File: src/logic/tcw_timer_defs.vh
// register map, field positions and reset values of the waveform timer block
`ifndef TCW_TIMER_DEFS_VH
`define TCW_TIMER_DEFS_VH

// block level map
`define TCW_CH_STRIDE    8'h40
`define TCW_BLK_CMD      8'hC0
`define TCW_BLK_MODE     8'hC4

// offsets inside one channel window
`define TCW_CH_CMD       6'h00
`define TCW_CH_MODE      6'h04
`define TCW_CH_CV        6'h10
`define TCW_CH_RA        6'h14
`define TCW_CH_RB        6'h18
`define TCW_CH_RC        6'h1C
`define TCW_CH_SR        6'h20
`define TCW_CH_IER       6'h24
`define TCW_CH_IDR       6'h28
`define TCW_CH_IMR       6'h2C

// command bits
`define TCW_CMD_CLKEN    0
`define TCW_CMD_CLKDIS   1
`define TCW_CMD_SOFT_TRIGGER_CMD    2
`define TCW_BCMD_SYNC    0

// channel mode fields
`define TCW_M_CLKSEL     2:0
`define TCW_M_CLKINV     3
`define TCW_M_BURST      5:4
`define TCW_M_CSTOP      6
`define TCW_M_CDIS       7
`define TCW_M_EVEDGE     9:8
`define TCW_M_EVSRC      11:10
`define TCW_M_EVTRG      12
`define TCW_M_PROFILE    14:13
`define TCW_M_WAVE       15
`define TCW_M_ACPA       17:16
`define TCW_M_ACPC       19:18
`define TCW_M_AEEV       21:20
`define TCW_M_ASW        23:22
`define TCW_M_BCPB       25:24
`define TCW_M_BCPC       27:26
`define TCW_M_BEEV       29:28
`define TCW_M_BSW        31:30

// status bits
`define TCW_SR_OVF       0
`define TCW_SR_CPA       2
`define TCW_SR_CPB       3
`define TCW_SR_CPC       4
`define TCW_SR_ETRG      7
`define TCW_SR_CLKSTA    16

// reset values
`define TCW_MODE_RST     32'h0000_0000
`define TCW_CMP_RST      16'h0000
`define TCW_BMODE_RST    6'h00
`define TCW_TOP_FULL     16'hFFFF

`endif

File: src/logic/tcw_timer_block.v
// three-channel 16-bit timer block in waveform mode with an apb register slave
`timescale 1ns/1ps
`default_nettype none
`include "tcw_timer_defs.vh"

// Overview of operation
// waveform mode when the mode-register wave bit is one, capture otherwise; capture is not built here
// waveform mode gives one or two pwm lines of one period, or pulses
// line a is driven in waveform mode; line b unless it is the event source
// compares a, b, c all act; a drives line a, b line b, c both
// profile 00 counts zero to 0xFFFF, wraps to zero, repeats
// profile 00: event or software trigger resets the counter at any time
// profiles 00 and 01: compare c never triggers the counter
// compare c stops and/or disables the counting clock when so enabled
// profile 10 counts zero to compare c, resets on match, repeats
// profile 10: event or software trigger resets the counter anytime
// profile 01 counts up to 0xFFFF, down to zero, up again
// profiles 01 and 11: a trigger reverses the count direction
// profile 11 counts up to compare c, down to zero, up again
// event source is line b or an xc clock, edge chosen; none means none
// event source line b: line b released and compare b unused
// external event triggers only with event trigger enable set
// sync and software trigger always trigger; compare c per profile
// set, clear or toggle lines per event as programmed
// channels at 0x00, 0x40, 0x80; block command 0xC0, block mode 0xC4
// compare a and b writes ignored in capture mode
// block sync bit one triggers all channels at once; zero does nothing
// software trigger resets the counter and starts the clock
// any trigger takes effect at the next counting clock edge
// xc source codes: 00 pin, 01 none, 10/11 other channels' line a
// counters are 16 bits and advance only on counting clock edges
// stopped or disabled counter holds value and direction until restart

module tcw_timer_block #(
  parameter [79:0] PRESCALE = {16'd1024, 16'd128, 16'd32, 16'd8, 16'd2}
) (
  // clock, reset, clock enable
  input  wire        clk,
  input  wire        reset_n,
  input  wire        ce,
  // apb slave
  input  wire        psel,
  input  wire        penable,
  input  wire        pwrite,
  input  wire [7:0]  paddr,
  input  wire [31:0] pwdata,
  output reg  [31:0] prdata,
  output wire        pready,
  output reg         pslverr,
  // external clock pins
  input  wire [2:0]  ext_clock_pin,
  // channel lines, one bit per channel
  input  wire [2:0]  line_a_in,
  output wire [2:0]  line_a_out,
  output wire [2:0]  line_a_oe,
  input  wire [2:0]  line_b_in,
  output wire [2:0]  line_b_out,
  output wire [2:0]  line_b_oe
);

  // zero wait states: data is prepared in the setup cycle
  assign pready = 1'b1;

  wire        acc_wr = psel & penable & pwrite;
  wire        acc_rd = psel & penable & ~pwrite;
  wire [1:0]  ch_idx = paddr[7:6];
  wire [5:0]  ch_off = paddr[5:0];

  // pin synchronisers: three stages, change taken when stages 2 and 3 agree
  reg  [5:0] sy1;
  reg  [5:0] sy2;
  reg  [5:0] sy3;
  reg  [5:0] pin_f;
  always @(posedge clk)
  begin
    if (!reset_n)
    begin
      sy1   <= 6'h00;
      sy2   <= 6'h00;
      sy3   <= 6'h00;
      pin_f <= 6'h00;
    end
    else if (ce)
    begin
      sy1   <= {line_b_in, ext_clock_pin};
      sy2   <= sy1;
      sy3   <= sy2;
      pin_f <= (sy2 & sy3) | (pin_f & (sy2 ^ sy3));
    end
  end
  wire [2:0] clk_pin_f = pin_f[2:0];
  wire [2:0] line_b_f  = pin_f[5:3];

  // line a has no consumer while capture is not built here
  wire unused_in = ^line_a_in;

  // block registers
  reg  [5:0] blk_mode;
  wire       sync_pulse = acc_wr && paddr == `TCW_BLK_CMD
                          && pwdata[`TCW_BCMD_SYNC];
  always @(posedge clk)
  begin
    if (!reset_n)
      blk_mode <= `TCW_BMODE_RST;
    else if (ce && acc_wr && paddr == `TCW_BLK_MODE)
      blk_mode <= pwdata[5:0];
  end

  // internal counting clocks from a divider per tap
  wire [4:0] pre_tick;
  // external clock sources xc0..xc2
  wire [2:0] xc;
  wire [95:0] rd_ch;
  genvar k;
  generate
    for (k = 0; k < 5; k = k + 1)
    begin : g_pre
      reg  [15:0] pcnt;
      wire [15:0] plast = PRESCALE[k*16 +: 16] - 16'd1;
      assign pre_tick[k] = (pcnt == plast);
      always @(posedge clk)
      begin
        if (!reset_n)
          pcnt <= 16'h0000;
        else if (ce)
          pcnt <= pre_tick[k] ? 16'h0000 : pcnt + 16'd1;
      end
    end
    for (k = 0; k < 3; k = k + 1)
    begin : g_xc
      localparam integer O1 = (k == 0) ? 1 : 0;
      localparam integer O2 = (k == 2) ? 1 : 2;
      wire [1:0] s = blk_mode[k*2 +: 2];
      assign xc[k] = (s == 2'b00) ? clk_pin_f[k] :
                     (s == 2'b10) ? line_a_out[O1] :
                     (s == 2'b11) ? line_a_out[O2] : 1'b0;
    end
  endgenerate

  // output action: 00 none, 01 set, 10 clear, 11 toggle
  function act;
    input       cur;
    input [1:0] a;
    begin
      case (a)
        2'b01:   act = 1'b1;
        2'b10:   act = 1'b0;
        2'b11:   act = ~cur;
        default: act = cur;
      endcase
    end
  endfunction

  generate
    for (k = 0; k < 3; k = k + 1)
    begin : g_ch
      reg  [31:0] mode;
      reg  [15:0] cv;
      reg  [15:0] ra;
      reg  [15:0] rb;
      reg  [15:0] rc;
      reg  [7:0]  sticky;
      reg  [7:0]  imask;
      reg         dir_down;
      reg         clk_en;
      reg         started;
      reg         trg_pend;
      reg         chk;
      reg         src_prev;
      reg         ev_prev;
      reg         la;
      reg         lb;
      reg         next_la;
      reg         next_lb;
      reg  [31:0] rd;

      // a genvar cannot be part-selected, so its index is held at two bits here
      localparam [1:0] CH_ID = k;
      wire sel = (ch_idx == CH_ID);
      wire wr  = acc_wr & sel;
      wire wave = mode[`TCW_M_WAVE];
      wire [1:0] prof = mode[`TCW_M_PROFILE];
      wire updown = prof[0];
      wire [15:0] top = prof[1] ? rc : `TCW_TOP_FULL;

      // counting clock: internal tap or xc edge, optionally inverted and gated
      wire [2:0] csel = mode[`TCW_M_CLKSEL];
      wire [1:0] bsel = mode[`TCW_M_BURST];
      wire src_lvl = (csel == 3'd5) ? xc[0] :
                     (csel == 3'd6) ? xc[1] : xc[2];
      wire src_cur = src_lvl ^ mode[`TCW_M_CLKINV];
      wire gate = (bsel == 2'b00) ? 1'b1 : xc[bsel - 2'd1];
      wire raw_tick = (csel < 3'd5) ? pre_tick[csel] : (src_cur & ~src_prev);
      wire tick = raw_tick & gate;

      // external event selection and edge detection
      wire [1:0] esrc = mode[`TCW_M_EVSRC];
      wire [1:0] eedg = mode[`TCW_M_EVEDGE];
      wire b_is_event = (esrc == 2'b00);
      wire ev_lvl = b_is_event ? line_b_f[k] : xc[esrc - 2'd1];
      wire ext_ev = ((eedg[0] & ev_lvl & ~ev_prev) |
                     (eedg[1] & ~ev_lvl & ev_prev));

      // commands
      wire cmd_wr = wr && ch_off == `TCW_CH_CMD;
      wire c_en   = cmd_wr & pwdata[`TCW_CMD_CLKEN] & ~pwdata[`TCW_CMD_CLKDIS];
      wire c_dis  = cmd_wr & pwdata[`TCW_CMD_CLKDIS];
      wire sw     = (cmd_wr & pwdata[`TCW_CMD_SOFT_TRIGGER_CMD]) | sync_pulse;

      // compare events, one cycle after the counter moved
      wire a_ev = chk & wave & (cv == ra);
      wire b_ev = chk & wave & (cv == rb) & ~b_is_event;
      wire c_ev = chk & wave & (cv == rc);

      // compare c is never a trigger; profile 10 resets through the count step
      wire trig = sw | (ext_ev & mode[`TCW_M_EVTRG]);
      wire run  = clk_en & started;
      wire step = tick & (run | trg_pend);

      wire [7:0] set_v = {ext_ev, 2'b00, c_ev, b_ev, a_ev, 1'b0,
                          step & ~trg_pend & ~updown & (cv == 16'hFFFF)};
      wire rd_sr = acc_rd && sel && ch_off == `TCW_CH_SR;

      always @*
      begin
        next_la = la;
        next_lb = lb;
        if (a_ev)
          next_la = act(next_la, mode[`TCW_M_ACPA]);
        if (c_ev)
          next_la = act(next_la, mode[`TCW_M_ACPC]);
        if (ext_ev)
          next_la = act(next_la, mode[`TCW_M_AEEV]);
        if (sw)
          next_la = act(next_la, mode[`TCW_M_ASW]);
        if (b_ev)
          next_lb = act(next_lb, mode[`TCW_M_BCPB]);
        if (c_ev)
          next_lb = act(next_lb, mode[`TCW_M_BCPC]);
        if (ext_ev)
          next_lb = act(next_lb, mode[`TCW_M_BEEV]);
        if (sw)
          next_lb = act(next_lb, mode[`TCW_M_BSW]);
      end

      always @(posedge clk)
      begin
        if (!reset_n)
        begin
          mode     <= `TCW_MODE_RST;
          cv       <= 16'h0000;
          ra       <= `TCW_CMP_RST;
          rb       <= `TCW_CMP_RST;
          rc       <= `TCW_CMP_RST;
          sticky   <= 8'h00;
          imask    <= 8'h00;
          dir_down <= 1'b0;
          clk_en   <= 1'b0;
          started  <= 1'b0;
          trg_pend <= 1'b0;
          chk      <= 1'b0;
          src_prev <= 1'b0;
          ev_prev  <= 1'b0;
          la       <= 1'b0;
          lb       <= 1'b0;
        end
        else if (ce)
        begin
          src_prev <= src_cur;
          ev_prev  <= ev_lvl;
          chk      <= step;
          // register writes
          if (wr && ch_off == `TCW_CH_MODE)
            mode <= pwdata;
          if (wr && wave && ch_off == `TCW_CH_RA)
            ra <= pwdata[15:0];
          if (wr && wave && ch_off == `TCW_CH_RB)
            rb <= pwdata[15:0];
          if (wr && ch_off == `TCW_CH_RC)
            rc <= pwdata[15:0];
          if (wr && ch_off == `TCW_CH_IER)
            imask <= imask | pwdata[7:0];
          else if (wr && ch_off == `TCW_CH_IDR)
            imask <= imask & ~pwdata[7:0];
          // read clears only what was returned, so a new event is never lost
          sticky <= (sticky & ~(rd_sr ? prdata[7:0] : 8'h00)) | set_v;
          // clock control
          if (c_dis || (c_ev && mode[`TCW_M_CDIS]))
          begin
            clk_en   <= 1'b0;
            started  <= 1'b0;
            trg_pend <= 1'b0;
          end
          else if (c_en)
          begin
            clk_en  <= 1'b1;
            started <= 1'b1;
            if (trig)
              trg_pend <= 1'b1;
          end
          else
          begin
            // a trigger arriving with the tick waits for the next tick
            if (clk_en && trig)
            begin
              started  <= 1'b1;
              trg_pend <= 1'b1;
            end
            else
            begin
              if (c_ev && mode[`TCW_M_CSTOP])
                started <= 1'b0;
              if (tick)
                trg_pend <= 1'b0;
            end
          end
          // counter step; holds while stopped or disabled
          if (step)
          begin
            if (trg_pend)
            begin
              cv <= 16'h0000;
              if (updown)
                dir_down <= ~dir_down;
            end
            else if (!updown)
            begin
              dir_down <= 1'b0;
              if (cv == top)
                cv <= 16'h0000;
              else
                cv <= cv + 16'd1;
            end
            else if (!dir_down)
            begin
              if (cv >= top)
              begin
                dir_down <= 1'b1;
                cv       <= (cv == 16'h0000) ? cv : cv - 16'd1;
              end
              else
                cv <= cv + 16'd1;
            end
            else
            begin
              if (cv == 16'h0000)
              begin
                dir_down <= 1'b0;
                cv       <= (top == 16'h0000) ? cv : 16'd1;
              end
              else
                cv <= cv - 16'd1;
            end
          end
          // output lines follow the programmed actions only in waveform mode
          if (wave)
          begin
            la <= next_la;
            lb <= next_lb;
          end
        end
      end

      assign line_a_out[k] = la;
      assign line_b_out[k] = lb;
      assign line_a_oe[k]  = wave;
      assign line_b_oe[k]  = wave & ~b_is_event;

      always @*
      begin
        case (ch_off)
          `TCW_CH_MODE: rd = mode;
          `TCW_CH_CV:   rd = {16'h0000, cv};
          `TCW_CH_RA:   rd = {16'h0000, ra};
          `TCW_CH_RB:   rd = {16'h0000, rb};
          `TCW_CH_RC:   rd = {16'h0000, rc};
          `TCW_CH_SR:   rd = {15'h0000, clk_en, 8'h00, sticky};
          `TCW_CH_IMR:  rd = {24'h000000, imask};
          default:      rd = 32'h0000_0000;
        endcase
      end
      assign rd_ch[k*32 +: 32] = rd;
    end
  endgenerate

  // address decode: known offsets answer, everything else errors
  reg        hit;
  reg [31:0] rd_mux;
  always @*
  begin
    hit    = 1'b0;
    rd_mux = 32'h0000_0000;
    if (ch_idx == 2'd3)
    begin
      hit    = (paddr == `TCW_BLK_CMD) || (paddr == `TCW_BLK_MODE);
      rd_mux = (paddr == `TCW_BLK_MODE) ? {26'h0000000, blk_mode} : 32'h0000_0000;
    end
    else
    begin
      case (ch_off)
        `TCW_CH_CMD, `TCW_CH_MODE, `TCW_CH_CV, `TCW_CH_RA, `TCW_CH_RB,
        `TCW_CH_RC, `TCW_CH_SR, `TCW_CH_IER, `TCW_CH_IDR, `TCW_CH_IMR:
          hit = 1'b1;
        default:
          hit = 1'b0;
      endcase
      rd_mux = rd_ch[ch_idx*32 +: 32];
    end
  end

  // read data is latched in the setup cycle and stands through the access
  always @(posedge clk)
  begin
    if (!reset_n)
    begin
      prdata  <= 32'h0000_0000;
      pslverr <= 1'b0;
    end
    else if (ce)
    begin
      if (psel && !penable)
      begin
        prdata  <= pwrite ? 32'h0000_0000 : rd_mux;
        pslverr <= ~hit | unused_in & 1'b0;
      end
    end
  end

endmodule // tcw_timer_block

`default_nettype wire

File: config.mk
export PLATFORM = sky130hd
export DESIGN_NAME = tcw_timer_block
export DESIGN_NICKNAME = d
export VERILOG_FILES = /design/src/logic/tcw_timer_block.v
export VERILOG_INCLUDE_DIRS = /design/src /design/src/logic
export SDC_FILE = /design/constraint.sdc
export NUM_CORES = 2
export LEC_CHECK = 0
export BUFFER_PORTS_ARGS = -buffer_cell sky130_fd_sc_hd__buf_2
export CORE_UTILIZATION = 45
export CTS_CLUSTER_DIAMETER = 120
export DETAILED_ROUTE_END_ITERATION = 16
export PLACE_DENSITY_LB_ADDON = 0.15
export SLEW_MARGIN = 20
export SYNTH_ARGS = -nofsm -noshare
export SYNTH_HDL_FRONTEND = slang
export SYNTH_SLANG_ARGS = --single-unit
File: constraint.sdc
create_clock -name clk -period 2.9 [get_ports clk]
set_input_delay 0.435 -clock clk [delete_from_list [all_inputs] [get_ports clk]]
set_output_delay 0.435 -clock clk [all_outputs]
set_load 0.01 [all_outputs]
# [Yosys cells after proc, flatten, opt, wreduce, memory -nomap -nowiden]
# Index checks and enable logic that the tools add are counted.
[op_classes] n_addsub=17 multipliers=0 div=0 order_cmp=15 n_eq_ne=130 n_shift=1 muxes=190 n_bitwise=155 n_reduce_logical=113
[ops] op="one-hot mux 32 bit (7 select lines)" count=3
[ops] op="two-way mux 16 bit" count=32
[ops] op="== test 16 bit" count=12
[ops] op="adder 16 x 1 -> 16 bit (second input constant)" count=8
[ops] op="== test 2 bit (second input constant)" count=56
[ops] op="two-way mux 1 bit" count=110
[ops] op="zero test 16 bit" count=6
[ops] op="variable part select 96 x 8 -> 32 bit" count=1
[ops] op="bitwise AND 1 bit" count=72
[ops] op="two-way mux 8 bit" count=9
[ops] op="one-hot mux 1 bit (3 select lines)" count=24
[ops] op="two-way mux 32 bit" count=2
[ops] op="== test 2 x 1 -> 1 bit (second input constant)" count=25
[ops] op="AND reduction 2 bit" count=25
[ops] op="bitwise AND 8 bit" count=6
[ops] op="== test 16 bit (second input constant)" count=3
[ops] op=">= comparator 16 bit" count=3
[ops] op="NOT 1 bit" count=48
[ops] op="OR 8 bit" count=6
[ops] op="subtractor 16 x 1 -> 16 bit (second input constant)" count=3
[ops] op="logical AND 1 bit" count=44
[ops] op="NOT 8 bit" count=4
[ops] op="inequality test 5 bit (second input constant)" count=6
[ops] op="== test 6 x 5 -> 1 bit (second input constant)" count=4
[ops] op="32 further kinds" count=109
[word_totals] register_bits=506 latchBits=0 ram_bits=0 rom_bits=0 inputBits=55 out_inout_bits=46 elab_cells=681 n_memories=0

# [Logic depth before layout (Yosys ltp)]
[logic_depth] ltp_word=17 mapped_depth=14 depth_no_buf=11

# [Worst setup path before layout]
# Ideal clock, no wire load.
[synth_timing] path_kind="flip-flop to flip-flop" start="register g_ch[0].cv[0]" end="register g_ch[0].cv[3]" setup_time_ns=0.117 arrival_time_ns=2.990 required_time_ns=2.783 slack_ns=-0.208 stages_incl_launch_ff=12 path_buffers=1 period_less_slack_ns=3.108 path_cell_list="dfxtp_1 -> clkbuf_1 -> inv_1 -> ha_1 -> nand4_1 -> nor4_1 -> a211o_1 -> nor4_1 -> nand2b_1 -> nor3_1 -> a311o_1 -> a32o_1"
[synth_between] elab_chain_cells=6 word_cells_on_any_way=15 cone_classes="add/sub (2); order compare (1); eq/ne (3); mux (7); reduce/logical (2)"
[synth_rtl] element="from (decl)" line="tcw_timer_block.v:158" text="reg [15:0] cv;"
[synth_rtl] element="from (signal assigned)" line="tcw_timer_block.v:332" text="cv <= cv + 16'd1;"
[synth_rtl] element="from (signal assigned)" line="tcw_timer_block.v:339" text="cv <= (cv == 16'h0000) ? cv : cv - 16'd1;"
[synth_rtl] element="from (signal assigned)" line="tcw_timer_block.v:342" text="cv <= cv + 16'd1;"
[synth_rtl] element="subtractor 16 x 1 -> 16 bit" line="tcw_timer_block.v:339, tcw_timer_block.v:352"
[synth_rtl] element="two-way mux 16 bit" line="tcw_timer_block.v:339"
[synth_rtl] element="two-way mux 16 bit" line="tcw_timer_block.v:336" text="if (cv >= top)"
[synth_rtl] element="two-way mux 16 bit" line="tcw_timer_block.v:334" text="else if (!dir_down)"
[synth_rtl] element="two-way mux 16 bit" line="tcw_timer_block.v:326" text="else if (!updown)"
[synth_rtl] element="two-way mux 16 bit" line="tcw_timer_block.v:320" text="if (trg_pend)"
# Parallel ways exist; a longest one is shown, timed or not. The select of a mux whose other input is x is not followed.
# A chain may end at the register's enable or synchronous reset.

# [Worst setup path in the final report]
[layout_timing] start="register g_ch[0].mode[14]" end="register g_ch[0].cv[3]"
[layout_between] elab_chain_cells=6 word_cells_on_any_way=12 cone_classes="order compare (1); eq/ne (3); mux (6); reduce/logical (2)"
[layout_rtl] element="from (decl)" line="tcw_timer_block.v:157" text="reg [31:0] mode;"
[layout_rtl] element="from (signal assigned)" line="tcw_timer_block.v:250" text="mode <= `TCW_MODE_RST;"
[layout_rtl] element="from (signal assigned)" line="tcw_timer_block.v:274" text="mode <= pwdata;"
[layout_rtl] element="two-way mux 16 bit (no line) (*)"
[layout_rtl] element=">= comparator 16 bit" line="tcw_timer_block.v:336"
[layout_rtl] element="two-way mux 16 bit" line="tcw_timer_block.v:336"
[layout_rtl] element="two-way mux 16 bit" line="tcw_timer_block.v:334"
[layout_rtl] element="two-way mux 16 bit" line="tcw_timer_block.v:326"
[layout_rtl] element="two-way mux 16 bit" line="tcw_timer_block.v:320"
# Every way passes the cells marked *; elsewhere a longest branch is shown, timed or not.

==> impl_metrics.ini <==
[timing]
setup_tns_ns = -0.294
worst_slack_ns = -0.0770
fmax_ghz = 0.336
maxSlewViolCount = 0
worst_slew_pin_slew_ns = 1.23
min_period_ns = 2.98
setup_viol_count_final = 9
finClkSkew_ns = 0.0211
rsz0062_at_grt = true
fin_crit_sh = 1.03
timing.slew.headroom = 0.179
finalHoldViolations = 0
whs_ns = 0.0364

[floorplanning]
core_area_um2 = 64500
die_area_um2 = 66200
ios = 101
dieWidth_um = 257
fp.dieH_um = 257
initial_core_util = 0.455
rows = 93

[pwr]
powerDensity_nw_per_um2 = 433
p_leak_nw = 14.7
max-vdd-ir-drop_v = 0.000525

[layout]
layout-drive-gt1-share = 0.203
area_growth_pct = 23.2
multiInputGateArea_um2 = 18600
fillers = 6107
final-seq-area_um2 = 10200
final_util = 0.561
nets = 4185

[setup_path]
cp_top_family = simple AND/OR/NAND/NOR gates
cp_cell_sequence = buf_6, nor2b_4, ha_1, nand4_1, buf_4, nor3_4, o21a_1, buf_6, nor4_4, buf_4, nand2b_4, nor3_2, a311o_1, a32o_1
crit_buf_inv = 4
cp_slowest_stage_delay_ns = 0.37
slowest_stage = dfxtp_4
cp-end-kind = flip-flop
cp.arrival_ns = 3.51
cp_data_required_time_ns = 3.44
crit_type = flip-flop to flip-flop
startpoint_type = flip-flop
path_max_fanout = 6

[synth]
ys_seq_elements = 506
syn_nets = 3879
synth_top_area_share = 0.345
async_flop_share = 0
synth_edf_count = 0
synth-compound-area-share = 0.187
yosysMostFrequentCell = nand2_1
synthCells = 3749
synth_xor_area_frac = 0.0755
synth_fa_ha_area_frac = 0.0320
synthSimpleGateAreaFrac = 0.241
synth_top_family_by_area = simple AND/OR/NAND/NOR gates
synth_seq_area_share = 0.345
ys_top_cells_by_area = dfxtp_1, nand2_1, mux2i_1
syn_avg_cell_area_um2 = 7.83
syn_area_um2 = 29300
yosysWarnings = 0
synth_area_leader_cell = dfxtp_1
synth.area.mux_share = 0.0711
yosys-top-cells-count = nand2_1, dfxtp_1, nor2_1, a21oi_1, clkbuf_1
synthDistinctLibCells = 107
yosys_most_used_dff = dfxtp_1

[global_routing]
met1_usage = 0.429
grt_pass1_wl_um = 166000
grt_pass1_vias = 26923
top_usage_layer = met2
track_usage = 0.320
met2_usage = 0.498
antenna_found_initial = 5
overflow = 0
use_met3 = 0.0611
grt_max_degree = 190

[placed_design]
gp_congestion = 0.970
port_buffers = 96
dp_hpwl_um = 77900

[route]
initialDrtViolationCount = 2858
vias = 29290
firstDrtPassIters = 6
drc = 0
wl_per_cell_um = 22.2
vias_per_cell = 5.90
wirelength_um = 110000
ant_nets = 0

[status]
violations = setup timing
status = complete, but fails checks

[worst_hold_path]
min_path_type = primary input to flip-flop

[clock_tree]
clock_sinks = 506
clk_pin_slew_ns = 0.06
cts_buffers = 57
cts_buffer_depth = 3
htree_levels = 2
root_buffer = clkbuf_16
worst_skew_pair.late_latency_ns = 0.64
cts_tree = done

[flow_run]
maxCapViolations = 0
[report_power, final]
| group | total [mW] | leakage (nW) | switching [mW] | internal [mW] |
|---|---|---|---|---|
| clock | 7.86 | 0.998 | 3.14 | 4.72 |
| sequential | 6.99 | 4.09 | 0.0212 | 6.97 |
| combinational | 0.806 | 9.66 | 0.582 | 0.224 |
| total | 15.7 | 14.7 | 3.74 | 11.9 |
[state kept, by name, summed over array words and instances, names as in the netlist, 3 cells and up, named ones only]
| name | count |
|---|---|
| blk_mode | 6 |
| g_ch.la | 3 |
| g_ch.ev_prev | 3 |
| g_ch.src_prev | 3 |
| g_ch.dir_down | 3 |
| sy3 | 6 |
| prdata | 32 |
| g_ch.rc | 48 |
| g_ch.sticky | 24 |
| g_ch.cv | 48 |
| g_pre.pcnt | 80 |
| sy2 | 6 |
| g_ch.ra | 48 |
| g_ch.clk_en | 3 |
| pin_f | 6 |
| g_ch.chk | 3 |
| g_ch.trg_pend | 3 |
| g_ch.started | 3 |
| sy1 | 6 |
| g_ch.mode | 96 |
| g_ch.lb | 3 |
| g_ch.rb | 48 |
[repair_timing]
action / 4_1_cts / 5_1_grt
setup buffers: 13 / 19
gates resized for setup: 42 / 172
hold buffers: 0 / 0
pin swaps: 18 / 69
setup endpoints to repair: 52 / 59
cloned: 1 / 1
[routing by layer]
metal	vias to the layer above	routed length, µm
met5	-	0
met4	0	5290
met3	279	9130
met2	1237	49000
met1	13920	46800
li1	13854	-
[path summary, 6_finish.rpt]
kind | start | to | slack (ns) | cells after the start
max | g_ch[0].mode[14] | g_ch[0].cv[3] | -0.08 | 14
min | ext_clock_pin[2] | sy1[2] | 0.04 | 3
max reg2reg | g_ch[0].mode[14] | g_ch[0].cv[3] | -0.08 | 14
min reg2reg | g_ch[2].sticky[6] | g_ch[2].sticky[6] | 0.43 | 2
[worst min-delay path, delay by kind of cell]
family | cells | cell delay, ns
buffers and inverters | 1 | 0.08
multiplexers | 1 | 0.05
AND/OR/NAND/NOR | 1 | 0.07
[cells in the final DEF (no fill, tap or decap), types with 48 or more instances in the layout]
cell,n
nand2_1,639
dfxtp_1,488
buf_4,398
nor2_1,334
a21oi_1,325
mux2i_1,180
xor2_1,140
o21ai_0,117
xnor2_1,113
nand3_1,98
buf_2,95
nand4_1,63
ha_1,60
clkbuf_16,57
inv_1,56
a22o_1,56
nor3_1,51
nor4_1,51
nor2b_1,48
[layout make-up]
class	count	share of cell area
Sequential cell	506	0.281
Inverter	58	0.00623
Timing Repair Buffer	531	0.111
Clock buffer	79	0.0451
Antenna cell	5	0.000346
Clock inverter	27	0.0108
Multi-Input combinational cell	2901	0.516
Tap cell	855	0.0296
[per-stage QoR]
| step | total power [mW] | instances | cell area [µm²] | setup slack, ns |
|---|---|---|---|---|
| finish | 15.7 | 4962 | 36100 | -0.0770 |
| global route | 16.1 | 4961 | 36100 | -0.221 |
| CTS | 15.7 | 4937 | 35200 | -0.0333 |
| detailed placement | 7.92 | 4818 | 32900 | -0.205 |
| global placement | 7.92 | 4818 | 32900 | -0.198 |
| floorplan | 7.56 | 3749 | 29400 | 0.000587 |
[logic make-up (layout without fill, tap and decap cells)]
| family | Yosys count | in the layout |
|---|---|---|
| flip-flops | 506 | 506 |
| XOR/XNOR | 253 | 253 |
| adder cells (fa/ha/maj) | 75 | 75 |
| other | 1 | 6 |
| buffers and inverters | 342 | 695 |
| AO/OA/AOI/OAI | 843 | 843 |
| multiplexers | 204 | 204 |
| AND/OR/NAND/NOR | 1525 | 1525 |
Note: power is estimated with default switching activity, not from simulation.
